--- src/verilog/rie_pkg.sv ---
// Shared constants and types for the instruction execute block
package rie_pkg;

  localparam int REG_W = 8;
  localparam int PC_W = 16;
  localparam int STACK_DEPTH = 8;
  localparam logic [3:0] REG_IP_HI = 4'hC;
  localparam logic [3:0] REG_IP_LO = 4'hD;
  localparam logic [3:0] REG_STAT = 4'hE;
  localparam logic [3:0] REG_ACC = 4'hF;
  localparam int STAT_GIE_BIT = 5;
  localparam logic [15:0] PC_RESET = 16'h0000;
  localparam logic [7:0] REG_RESET = 8'h00;
  localparam logic [7:0] DEC_BORROW_VAL = 8'hFF;

  typedef enum logic [4:0] {
    OP_NOP = 5'h00,
    OP_JUMP = 5'h01,
    OP_JCC = 5'h02,
    OP_CALL = 5'h03,
    OP_CALLS = 5'h04,
    OP_RET = 5'h05,
    OP_RETS = 5'h06,
    OP_RETI = 5'h07,
    OP_PUSH = 5'h08,
    OP_POP = 5'h09,
    OP_MOVE = 5'h0A,
    OP_STORE = 5'h0B,
    OP_STORE_IMM = 5'h0C,
    OP_CMVD = 5'h0D,
    OP_CMVS = 5'h0E,
    OP_SHL = 5'h0F,
    OP_SHLC = 5'h10,
    OP_SHR = 5'h11,
    OP_SHRC = 5'h12,
    OP_SHRA = 5'h13,
    OP_ONES_COMPLEMENT = 5'h14,
    OP_TWOS_COMPLEMENT = 5'h15,
    OP_TWOS_COMPLEMENT_WITH_CARRY = 5'h16,
    OP_INC = 5'h17,
    OP_INCC = 5'h18,
    OP_DEC = 5'h19
  } rie_op_t;

  typedef enum logic [1:0] {
    SRC_IMM = 2'b00,
    SRC_REG = 2'b01,
    SRC_DM = 2'b10
  } rie_src_t;

  typedef enum logic [1:0] {
    COND_Z = 2'b00,
    COND_NZ = 2'b01,
    COND_C = 2'b10,
    COND_NC = 2'b11
  } rie_cond_t;

endpackage : rie_pkg

--- src/verilog/rie_exec_core.sv ---
// Execute stage: program flow, return stack, register moves and flags
`timescale 1ns/1ns
`default_nettype none

// How it works
// - Jumps load PC with immediate or index; conditional ones only when condition holds.
// - Stack call pushes levels down, stores PC+1 on top, then jumps.
// - Index call saves PC+1 into the index register, jumps to target or old index.
// - Return pops PC from top level; index return loads PC from index register.
// - Interrupt return pops like return and sets global interrupt enable.
// - Push advances PC, shifts levels down, puts index on top level.
// - Pop advances PC, copies top level into index, shifts levels up.
// - Loads write destination and accumulator, update zero; stores leave flags alone.
// - Conditional moves always load accumulator; destination written on matching carry.
// - Logical left shift inserts zero at bit 0, old bit 7 to carry.
// - Left shift through carry inserts old carry at bit 0, bit 7 out.
// - Logical right shift inserts zero at bit 7, old bit 0 to carry.
// - Right shift through carry inserts old carry at bit 7, bit 0 out.
// - Arithmetic right shift keeps sign bit 7, old bit 0 to carry.
// - Ones complement writes inverted source, updates only zero flag.
// - Twos complement writes inverted plus one; carry set when result zero.
// - Twos complement with carry adds carry; carry out when zero and carry-in.
// - Increment adds one; carry set when result wraps to zero.
// - Increment with carry adds carry; carry out when zero and carry-in.
// - Decrement subtracts one; carry cleared on result FF, else set.
// - Every instruction completes in exactly one clock cycle.
// - Zero flag follows the accumulator result of flag-updating instructions.
module rie_exec_core (
  input wire logic i_core_clk,
  input wire logic i_rst_n,
  input wire logic i_valid,
  input wire rie_pkg::rie_op_t i_op,
  input wire rie_pkg::rie_src_t i_src_kind,
  input wire rie_pkg::rie_cond_t i_cond_sel,
  input wire logic i_use_ip,
  input wire logic [3:0] i_dst_sel,
  input wire logic [3:0] i_src_sel,
  input wire logic [15:0] i_imm_addr,
  input wire logic [7:0] i_imm_data,
  input wire logic [15:0] i_eaddr,
  input wire logic [7:0] i_dm_rdata,
  output logic o_done,
  output logic [15:0] o_pc,
  output logic [7:0] o_acc,
  output logic o_zero,
  output logic o_carry,
  output logic o_gie,
  output logic [15:0] o_program_index,
  output logic [15:0] o_stack_top,
  output logic o_dm_we,
  output logic [15:0] o_dm_addr,
  output logic [7:0] o_dm_wdata
);

  localparam int DEPTH = rie_pkg::STACK_DEPTH;

  typedef struct packed {
    logic [15:0] pc;
    logic [15:0][7:0] regs;
    logic [DEPTH-1:0][15:0] return_stack_level;
    logic zero;
    logic carry;
    logic done;
    logic dm_we;
    logic [15:0] dm_addr;
    logic [7:0] dm_wdata;
  } rie_core_state_t;

  rie_core_state_t st_r;
  rie_core_state_t st_nxt;

  logic [7:0] src_val;
  logic [15:0] pc_inc;
  logic [15:0] program_index;
  logic [15:0] target;
  logic cond_true;
  logic [7:0] alu_res;
  logic alu_carry;
  logic alu_hit;
  logic [7:0] res_val;
  logic res_dst_we;
  logic res_acc_we;
  logic res_carry_we;
  logic res_carry;

  rie_unary_alu u_unary_alu (
    .i_op(i_op),
    .i_src(src_val),
    .i_carry(st_r.carry),
    .o_res(alu_res),
    .o_carry(alu_carry),
    .o_hit(alu_hit)
  );

  // Operand fetch: the data memory word arrives with the instruction
  always_comb begin
    unique case (i_src_kind)
      rie_pkg::SRC_IMM: src_val = i_imm_data;
      rie_pkg::SRC_REG: src_val = st_r.regs[i_src_sel];
      rie_pkg::SRC_DM: src_val = i_dm_rdata;
      default: src_val = i_dm_rdata;
    endcase
  end

  always_comb begin
    unique case (i_cond_sel)
      rie_pkg::COND_Z: cond_true = st_r.zero;
      rie_pkg::COND_NZ: cond_true = !st_r.zero;
      rie_pkg::COND_C: cond_true = st_r.carry;
      rie_pkg::COND_NC: cond_true = !st_r.carry;
      default: cond_true = 1'b0;
    endcase
  end

  assign pc_inc = 16'(st_r.pc + 16'h0001);
  assign program_index = {st_r.regs[rie_pkg::REG_IP_HI], st_r.regs[rie_pkg::REG_IP_LO]};
  // Target is sampled from the old index, so an index call can jump to it
  assign target = i_use_ip ? program_index : i_imm_addr;

  always_comb begin
    st_nxt = st_r;
    st_nxt.done = 1'b0;
    st_nxt.dm_we = 1'b0;
    res_val = src_val;
    res_dst_we = 1'b0;
    res_acc_we = 1'b0;
    res_carry_we = 1'b0;
    res_carry = st_r.carry;
    if (i_valid) begin
      // One instruction retires on every valid edge, taken branch or not
      st_nxt.done = 1'b1;
      st_nxt.pc = pc_inc;
      unique case (i_op)
        rie_pkg::OP_NOP: begin
        end
        rie_pkg::OP_JUMP: begin
          st_nxt.pc = target;
        end
        rie_pkg::OP_JCC: begin
          // Untaken branch falls through to the next word in the same cycle
          if (cond_true) begin
            st_nxt.pc = target;
          end
        end
        rie_pkg::OP_CALL: begin
          st_nxt.return_stack_level = {st_r.return_stack_level[DEPTH-2:0], pc_inc};
          st_nxt.pc = target;
        end
        rie_pkg::OP_CALLS: begin
          st_nxt.regs[rie_pkg::REG_IP_HI] = pc_inc[15:8];
          st_nxt.regs[rie_pkg::REG_IP_LO] = pc_inc[7:0];
          st_nxt.pc = target;
        end
        rie_pkg::OP_RET: begin
          st_nxt.pc = st_r.return_stack_level[0];
          st_nxt.return_stack_level = {16'h0000, st_r.return_stack_level[DEPTH-1:1]};
        end
        rie_pkg::OP_RETS: begin
          st_nxt.pc = program_index;
        end
        rie_pkg::OP_RETI: begin
          st_nxt.pc = st_r.return_stack_level[0];
          st_nxt.return_stack_level = {16'h0000, st_r.return_stack_level[DEPTH-1:1]};
          st_nxt.regs[rie_pkg::REG_STAT][rie_pkg::STAT_GIE_BIT] = 1'b1;
        end
        rie_pkg::OP_PUSH: begin
          st_nxt.return_stack_level = {st_r.return_stack_level[DEPTH-2:0], program_index};
        end
        rie_pkg::OP_POP: begin
          st_nxt.regs[rie_pkg::REG_IP_HI] = st_r.return_stack_level[0][15:8];
          st_nxt.regs[rie_pkg::REG_IP_LO] = st_r.return_stack_level[0][7:0];
          st_nxt.return_stack_level = {16'h0000, st_r.return_stack_level[DEPTH-1:1]};
        end
        rie_pkg::OP_MOVE: begin
          res_val = src_val;
          res_dst_we = 1'b1;
          res_acc_we = 1'b1;
        end
        rie_pkg::OP_STORE: begin
          // Register to memory; accumulator and flags stay put
          st_nxt.dm_we = 1'b1;
          st_nxt.dm_addr = i_eaddr;
          st_nxt.dm_wdata = st_r.regs[i_src_sel];
        end
        rie_pkg::OP_STORE_IMM: begin
          // Short form reaches only the first 256 bytes
          st_nxt.dm_we = 1'b1;
          st_nxt.dm_addr = {8'h00, i_imm_addr[7:0]};
          st_nxt.dm_wdata = i_imm_data;
        end
        rie_pkg::OP_CMVD: begin
          res_acc_we = 1'b1;
          res_dst_we = !st_r.carry;
        end
        rie_pkg::OP_CMVS: begin
          res_acc_we = 1'b1;
          res_dst_we = st_r.carry;
        end
        default: begin
          // Single-operand datapath; unknown codes retire as a plain step
          if (alu_hit) begin
            res_val = alu_res;
            res_dst_we = 1'b1;
            res_acc_we = 1'b1;
            res_carry_we = 1'b1;
            res_carry = alu_carry;
          end
        end
      endcase
      // Destination first, accumulator last: writing the accumulator as
      // destination then lands the same value twice, never two values
      if (res_dst_we) begin
        st_nxt.regs[i_dst_sel] = res_val;
      end
      if (res_acc_we) begin
        st_nxt.regs[rie_pkg::REG_ACC] = res_val;
        st_nxt.zero = (res_val == 8'h00);
      end
      if (res_carry_we) begin
        st_nxt.carry = res_carry;
      end
    end
  end

  always_ff @(posedge i_core_clk or negedge i_rst_n) begin
    if (!i_rst_n) begin
      st_r <= '{
        pc: rie_pkg::PC_RESET,
        regs: {16{rie_pkg::REG_RESET}},
        return_stack_level: '0,
        zero: 1'b0,
        carry: 1'b0,
        done: 1'b0,
        dm_we: 1'b0,
        dm_addr: 16'h0000,
        dm_wdata: 8'h00
      };
    end else begin
      st_r <= st_nxt;
    end
  end

  assign o_done = st_r.done;
  assign o_pc = st_r.pc;
  assign o_acc = st_r.regs[rie_pkg::REG_ACC];
  assign o_zero = st_r.zero;
  assign o_carry = st_r.carry;
  assign o_gie = st_r.regs[rie_pkg::REG_STAT][rie_pkg::STAT_GIE_BIT];
  assign o_program_index = program_index;
  assign o_stack_top = st_r.return_stack_level[0];
  assign o_dm_we = st_r.dm_we;
  assign o_dm_addr = st_r.dm_addr;
  assign o_dm_wdata = st_r.dm_wdata;

endmodule : rie_exec_core

`default_nettype wire

--- src/verilog/rie_unary_alu.sv ---
// Single-operand datapath: shifts, complements, increment and decrement
`timescale 1ns/1ns
`default_nettype none

module rie_unary_alu (
  input wire rie_pkg::rie_op_t i_op,
  input wire logic [7:0] i_src,
  input wire logic i_carry,
  output logic [7:0] o_res,
  output logic o_carry,
  output logic o_hit
);

  always_comb begin
    o_res = i_src;
    o_carry = i_carry;
    o_hit = 1'b1;
    unique case (i_op)
      rie_pkg::OP_SHL: begin
        o_res = {i_src[6:0], 1'b0};
        o_carry = i_src[7];
      end
      rie_pkg::OP_SHLC: begin
        o_res = {i_src[6:0], i_carry};
        o_carry = i_src[7];
      end
      rie_pkg::OP_SHR: begin
        o_res = {1'b0, i_src[7:1]};
        o_carry = i_src[0];
      end
      rie_pkg::OP_SHRC: begin
        o_res = {i_carry, i_src[7:1]};
        o_carry = i_src[0];
      end
      rie_pkg::OP_SHRA: begin
        o_res = {i_src[7], i_src[7:1]};
        o_carry = i_src[0];
      end
      rie_pkg::OP_ONES_COMPLEMENT: begin
        o_res = ~i_src;
      end
      rie_pkg::OP_TWOS_COMPLEMENT: begin
        o_res = 8'((~i_src) + 8'h01);
        o_carry = (o_res == 8'h00);
      end
      rie_pkg::OP_TWOS_COMPLEMENT_WITH_CARRY: begin
        o_res = 8'((~i_src) + {7'h00, i_carry});
        o_carry = (o_res == 8'h00) && i_carry;
      end
      rie_pkg::OP_INC: begin
        o_res = 8'(i_src + 8'h01);
        o_carry = (o_res == 8'h00);
      end
      rie_pkg::OP_INCC: begin
        o_res = 8'(i_src + {7'h00, i_carry});
        o_carry = (o_res == 8'h00) && i_carry;
      end
      rie_pkg::OP_DEC: begin
        o_res = 8'(i_src - 8'h01);
        o_carry = (o_res != rie_pkg::DEC_BORROW_VAL);
      end
      default: begin
        o_hit = 1'b0;
      end
    endcase
  end

endmodule : rie_unary_alu

`default_nettype wire
--- config.mk ---
export PLATFORM = sky130hd
export DESIGN_NAME = rie_exec_core
export DESIGN_NICKNAME = d
export VERILOG_FILES = /design/src/verilog/rie_pkg.sv /design/src/verilog/rie_exec_core.sv /design/src/verilog/rie_unary_alu.sv
export SDC_FILE = /design/constraint.sdc
export NUM_CORES = 1
export LEC_CHECK = 0
export BUFFER_PORTS_ARGS = -buffer_cell sky130_fd_sc_hd__buf_2
export CORE_MARGIN = 2
export CORE_UTILIZATION = 40
export CTS_BUF_LIST = sky130_fd_sc_hd__clkbuf_4 sky130_fd_sc_hd__clkbuf_8
export CTS_CLUSTER_DIAMETER = 50
export DETAILED_ROUTE_END_ITERATION = 8
export GPL_ROUTABILITY_DRIVEN = 0
export GPL_TIMING_DRIVEN = 0
export SYNTH_ARGS = -nofsm -noshare
export SYNTH_HDL_FRONTEND = slang
export SYNTH_HIERARCHICAL = 1
export SYNTH_SLANG_ARGS = --single-unit
--- constraint.sdc ---
create_clock -name i_core_clk -period 4.6 [get_ports i_core_clk]
set_input_delay 0.46 -clock i_core_clk [delete_from_list [all_inputs] [get_ports i_core_clk]]
set_output_delay 0.46 -clock i_core_clk [all_outputs]
set_load 0.03 [all_outputs]
==> qor.txt, run 1 <==
status = finished with violations
violated checks = setup timing
worst skew pair latency = 680 ps
f_max = 217 MHz
Worst setup SP type = flop
final setup fails = 1
starting density of the core = 40.7%
synthesized instance count = 1772
CTS root buf = clkbuf_8
largest net degree at the start of global routing = 122
share of cells above drive strength 1 = 28.1%
initial DRC count = 1428
Die X = 214 um
asr flop ratio synth = 100%
WS Path Type = flop to flop
Fin. Hold Viols = 0
syn nets = 1850
switching pwr = 3.47 mW
register bit total from synthesis = 300
final non-filler cell area = 20800 um2
Post-DRT Antenna Nets = 0
FILL cells = 4077
Net Sw Frac = 36.8%
Max-Slew Margin vs Limit = 11.1%
Layout Skew = 55.1 ps
dpl cell area = 19200 um2
Synth top area share = 42.6%
fin util = 48.0%
post-synthesis sequential area ratio = 42.6%
endpoint type of the worst setup path = flop
CTS tree = done
ys flop type = dfrtp_1
setup ws final = -3.69 ps
Post-synth EDFFs = 0
final slew viol count = 0
total core area = 43300 um2
Max-Cap Viols = 0
Internal = 5.95 mW
area grow syn2layout = 17.9%
Clock Power Share = 28.9%
count of unique library cells instantiated by Yosys = 84
mapped cell area = 17600 um2
gr usage total = 25.5%
Period Utilization, post-route = 100%
worst path arrival time = 5160 ps
nets = 2073
Multi-input gate area = 9100 um2
vias in the first global route = 14500
Yosys Warn Count = 6
clock buffer depth = 3
Storage cell area = 7520 um2
leading area contributor after synthesis = dfrtp_1
Row Count = 76
IO Count = 154
Detailed Routing Iterations Pass 1 = 6
Peak VDD IR = 0.201 mV
Placed Cells = 2511
worst min path class = primary input to flop
DRC viols = 0
Critical Path RT = 5160 ps
critical path fanouts, max = 6
Period minus WS final = 4600 ps
fin cells = 2624
Worst-path clk slew = 70 ps
Worst Tran Pin Value = 1330 ps
Synth top cells by count = dfrtp_1, nand2_1, o21ai_0
most common cell in the netlist = dfrtp_1
wire per inst = 22.1 um
total wire length = 58.0 mm
Leak = 9.75 nW
DR vias = 15100
RSZ-0062 raised after global routing = true
Sequential Power Share = 41.7%
buffers added on ports = 150
detailed-placement wirelength estimate = 42.0 mm
global-route wire length before repair = 87.9 mm
via/cell ratio = 5.76
die area = 45700 um2
CTS Sinks = 300
chip height = 214 um
Avg Cell Area, Syn = 9.94 um2
total gr overflow = 0
Area contributors post-synth = dfrtp_1, mux2_2, mux2i_1
initial antenna violation count = 4
H-tree depth = 2
pwr dens = 453 nW/um2
combinational share of power = 29.5%
number of buffers created by CTS = 53
==> routing by layer <==
metal  track usage, %  share of wire, %
met1             34.4                42
met3             4.86               7.5
met5                0             0.014
met4             12.0               4.7
met2             39.6                45
==> cell families (layout without fill, tap and decap cells) <==
group | count (synthesis) | in the layout | share of synthesized area, %
xor+xnor | 25 | 25 | 1.24
buf+inv | 232 | 497 | 7.10
flops | 300 | 300 | 42.6
mux | 264 | 264 | 18.5
fa+ha+maj | 9 | 9 | 0.639
simple gates | 488 | 488 | 13.0
compound gates | 454 | 454 | 16.9
other cells | 0 | 2 | 0
==> state kept, by name (all words and copies together), names as in the netlist, 8 cells and up <==
name,count
o_stack_top,16
o_program_index,16
st_r,215
o_acc,8
o_dm_addr,16
o_dm_wdata,8
o_pc,16
==> final timing paths <==
kind | startpoint | end | slack (ps) | depth (start not counted)
min in group asynchronous | i_rst_n | st_r[141] | 350 | 2
setup / recovery | o_program_index[14] | o_zero | -4 | 17
max in group asynchronous | i_rst_n | o_dm_addr[11] | 2740 | 4
setup reg to reg | o_program_index[14] | o_zero | -4 | 17
hold / removal | i_eaddr[13] | o_dm_addr[13] | 40 | 2
hold reg to reg | o_dm_addr[1] | o_dm_addr[1] | 490 | 2
==> final cells by class <==
type | instances | share of cell area [%]
multi-input combinational | 1240 | 43.8
sequential | 300 | 36.2
buffer | 210 | 5.76
clock buffer | 82 | 4.92
timing repair buffer | 168 | 4.53
tap | 585 | 3.52
clock inverter | 15 | 0.771
inverter | 22 | 0.458
antenna | 2 | 0.0241
==> through the flow <==
step                hold slack, ps  setup TNS [ps]  worst slack [ps]  total power [mW]
floorplan                      164               0              9.08              5.54
global placement               459         -899270             -2580              6.51
detailed placement             465         -148090             -1670              6.60
CTS                           3.13               0             0.522              9.40
global route                  24.1            -175              -146              9.88
finish                        42.1           -3.69             -3.69              9.42
==> worst max-delay path, stage by stage (launching register included) <==
cell	delay, ps
dfrtp_2	480
mux4_1	550
mux4_2	540
a21bo_2	270
a21boi_2	220
nor4_2	190
buf_4	180
nand2_1	80
a32oi_1	210
nand4_1	170
o31ai_2	290
a21oi_2	120
nand3_1	90
o21ai_0	100
o31a_1	180
buf_4	160
or4_4	410
o31ai_2	230
==> cells in the final DEF, fill, tap and decap left out, types with 20 or more instances in the layout <==
| master | Yosys | final |
|---|---|---|
| nand3_1 | 27 | 27 |
| buf_4 | 83 | 99 |
| clkbuf_1 | 99 | 90 |
| clkbuf_8 | 0 | 65 |
| mux2_2 | 112 | 112 |
| a22o_1 | 33 | 32 |
| nor2_1 | 76 | 76 |
| nand2_1 | 239 | 238 |
| a21oi_1 | 52 | 49 |
| o21ai_0 | 192 | 189 |
| a22oi_1 | 38 | 38 |
| buf_2 | 10 | 161 |
| mux2i_1 | 119 | 112 |
| nor2b_1 | 21 | 20 |
| dfrtp_1 | 300 | 290 |
==> power by group through the flow <==
stage / Clock (mW) / Sequential (mW) / Combinational, mW
after floorplan: 0 / 3.58 / 1.96
after global placement: 0 / 3.94 / 2.57
after detailed placement: 0 / 3.96 / 2.63
after CTS: 2.77 / 3.90 / 2.73
after global routing: 2.90 / 3.98 / 3.00
final: 2.72 / 3.92 / 2.77
==> timing repair <==
action,CTS,global route
buffers inserted,11,1
pin swaps,4,4
hold endpoints to repair,73,1
resized for setup,47,37
setup endpoints to repair,122,82
hold buffers,1,1
Power figures use the tool's default switching activity.
==> inputs of run 2 (changes only) <==
- CELL_PAD_IN_SITES_DETAIL_PLACEMENT: default -> 1
- CELL_PAD_IN_SITES_GLOBAL_PLACEMENT: default -> 2
- CORE_UTILIZATION: 40 -> 36
- PLACE_DENSITY_LB_ADDON: default -> 0.1
==> qor.txt, run 2 (same netlist as run 1, synthesis figures left out) <==
R2R cell count = 16 (-1)
fin cells = 2690 (+2.5%)
detailed-placement wirelength estimate = 49.0 mm (+16%)
Worst setup SP type = flop
global-route wire length before repair = 102 mm (+16%)
final slew viol count = 0 (unchanged)
WS Path Type = flop to flop
tightest hold margin = 91.4 ps (+49.2 ps)
IO Count = 154 (unchanged)
final setup fails = 0 (-1)
total wire length = 66.4 mm (+14%)
total core area = 48600 um2 (+12%)
worst min path class = primary input to flop
Leak = 9.89 nW (+1.5%)
wire per inst = 24.7 um (+12%)
nets = 2097 (+1.2%)
Largest register FFs = 215 (unchanged)
die area = 50700 um2 (+11%)
share of cells above drive strength 1 = 29.3% (+1.2 points)
endpoint type of the worst setup path = flop
Detailed Routing Iterations Pass 1 = 5 (-1)
critical path fanouts, max = 5 (-1)
buffers added on ports = 150 (unchanged)
starting density of the core = 36.2% (-4.5 points)
critical path launch point = st_r[172]
final setup TNS = 0 ps (+3.69 ps)
CTS tree = done
clock buffer depth = 3 (unchanged)
commonest non-fill, non-tap cells in the layout = dfrtp_1, nand2_1, o21ai_0
Fin. Hold Viols = 0 (unchanged)
Layout Skew = 49.7 ps (-5.42 ps)
Max-Slew Margin vs Limit = 13.9% (+2.8 points)
Period Utilization, post-route = 98.0% (-2.0 points)
Period minus WS final = 4510 ps (-93.9 ps)
Worst Tran Pin Value = 1280 ps (-43.1 ps)
worst path arrival time = 5070 ps (-90 ps)
chip height = 225 um (+5.3%)
DRC viols = 0 (unchanged)
vias in the first global route = 15800 (+8.9%)
Post-DRT Antenna Nets = 0 (unchanged)
largest register by flop count = st_r
Max-Cap Viols = 0 (unchanged)
hold path start = i_eaddr[5]
f_max = 222 MHz (+2.1%)
Placed Cells = 2548 (+1.5%)
total gr overflow = 0 (unchanged)
dpl cell area = 19200 um2 (+0.27%)
H-tree depth = 2 (unchanged)
worst r2r src = st_r[172]
CTS root buf = clkbuf_8
largest net degree at the start of global routing = 119 (-2.5%)
RSZ-0062 raised after global routing = true
Die X = 225 um (+5.3%)
via/cell ratio = 5.63 (-2.3%)
DR vias = 15100 (+0.12%)
pwr dens = 461 nW/um2 (+1.7%)
status = complete, no violations
Pwr Total = 9.75 mW (+3.6%)
initial DRC count = 1150 (-19%)
area grow syn2layout = 20.0%
critical path endpoint = o_zero
reg-to-reg endpoint = o_zero
most common cell after layout, fill and taps aside = dfrtp_1
Critical Path RT = 5160 ps (about the same)
gr usage total = 26.5% (+1.0 points)
Worst-path clk slew = 60 ps (about the same)
final non-filler cell area = 21100 um2 (+1.8%)
worst skew pair latency = 680 ps (about the same)
R2R Setup Slk = 90 ps (+90 ps)
Peak VDD IR = 0.259 mV (+29%)
number of buffers created by CTS = 58 (+9.4%)
CTS Sinks = 300 (unchanged)
initial antenna violation count = 2 (-2)
Row Count = 81 (+6.6%)
[run 2: changes by cell type in the layout (fill, tap and decap cells not counted), moves of 3 or more]
cell	change
buf_4	+11
dfrtp_2	+3
clkinvlp_4	+4
dfrtp_1	-3
dlygate4sd3_1	+8
clkbuf_8	+11
clkbuf_4	-4
[run 2: final cells by class]
type / instances / area [um2]
Fill cell: 5505 / 27500
Multi-Input combinational cell: 1240 / 9160
Sequential cell: 300 / 7520
Buffer: 210 / 1200
Clock buffer: 87 / 1130
Timing Repair Buffer: 187 / 1100
Tap cell: 622 / 778
Clock inverter: 19 / 159
Inverter: 22 / 86.3
Antenna cell: 3 / 7.51
[run 2: worst min path at each step]
stage / endpoint / slack [ps] / cells after the start
after floorplan: o_acc[0] / 160 / 0
after global placement: st_r[194] / 450 / 2
after detailed placement: st_r[274] / 470 / 2
after CTS: o_dm_addr[5] / 40 / 3
after global routing: o_dm_addr[4] / 80 / 3
final: o_dm_addr[5] / 90 / 3
[run 2: critical path: stages, from the launching register on]
cell and delay [ps]:
dfrtp_1 390, mux4_2 470, o21a_1 180, a311o_1 390, a31oi_4 220, o21ai_4 100
buf_8 150, clkinvlp_4 120, ha_4 180, or4b_4 480, or3_4 430, a2111oi_4 290
o211ai_1 120, buf_4 190, a22oi_4 220, o211ai_1 180, o31ai_4 250
[run 2: timing repair]
item                                   4_1_cts  5_1_grt
setup buffers                               10       13
hold buffers                                10        0
pin swaps                                    6       16
endpoints found under the hold margin       79        0
gates resized for setup                     59       36
setup endpoints to repair                  129       90
[run 2: per-layer routing]
layer  vias up  global-route usage [%]  wire length [um]
li1       6907                       -                 -
met1      7751                    37.8             31200
met2       377                    42.2             30600
met3       103                    4.12              3250
met4         0                    6.45              1300
met5         -                       0                 0
[run 2: through the flow]
step | util, % | setup slack [ps]
after floorplan | - | 9.08
after global placement | 39.4 | -2880
after detailed placement | 39.5 | -1880
after CTS | 43.0 | 1.94
after global routing | 43.5 | -52.6
final | 43.5 | 90.2
[run 2: report_power, final]
group | switching (mW) | total (mW) | internal [mW]
Sequential | 0.755 | 3.95 | 3.20
Combinational | 1.64 | 2.88 | 1.24
Clock | 1.28 | 2.92 | 1.64
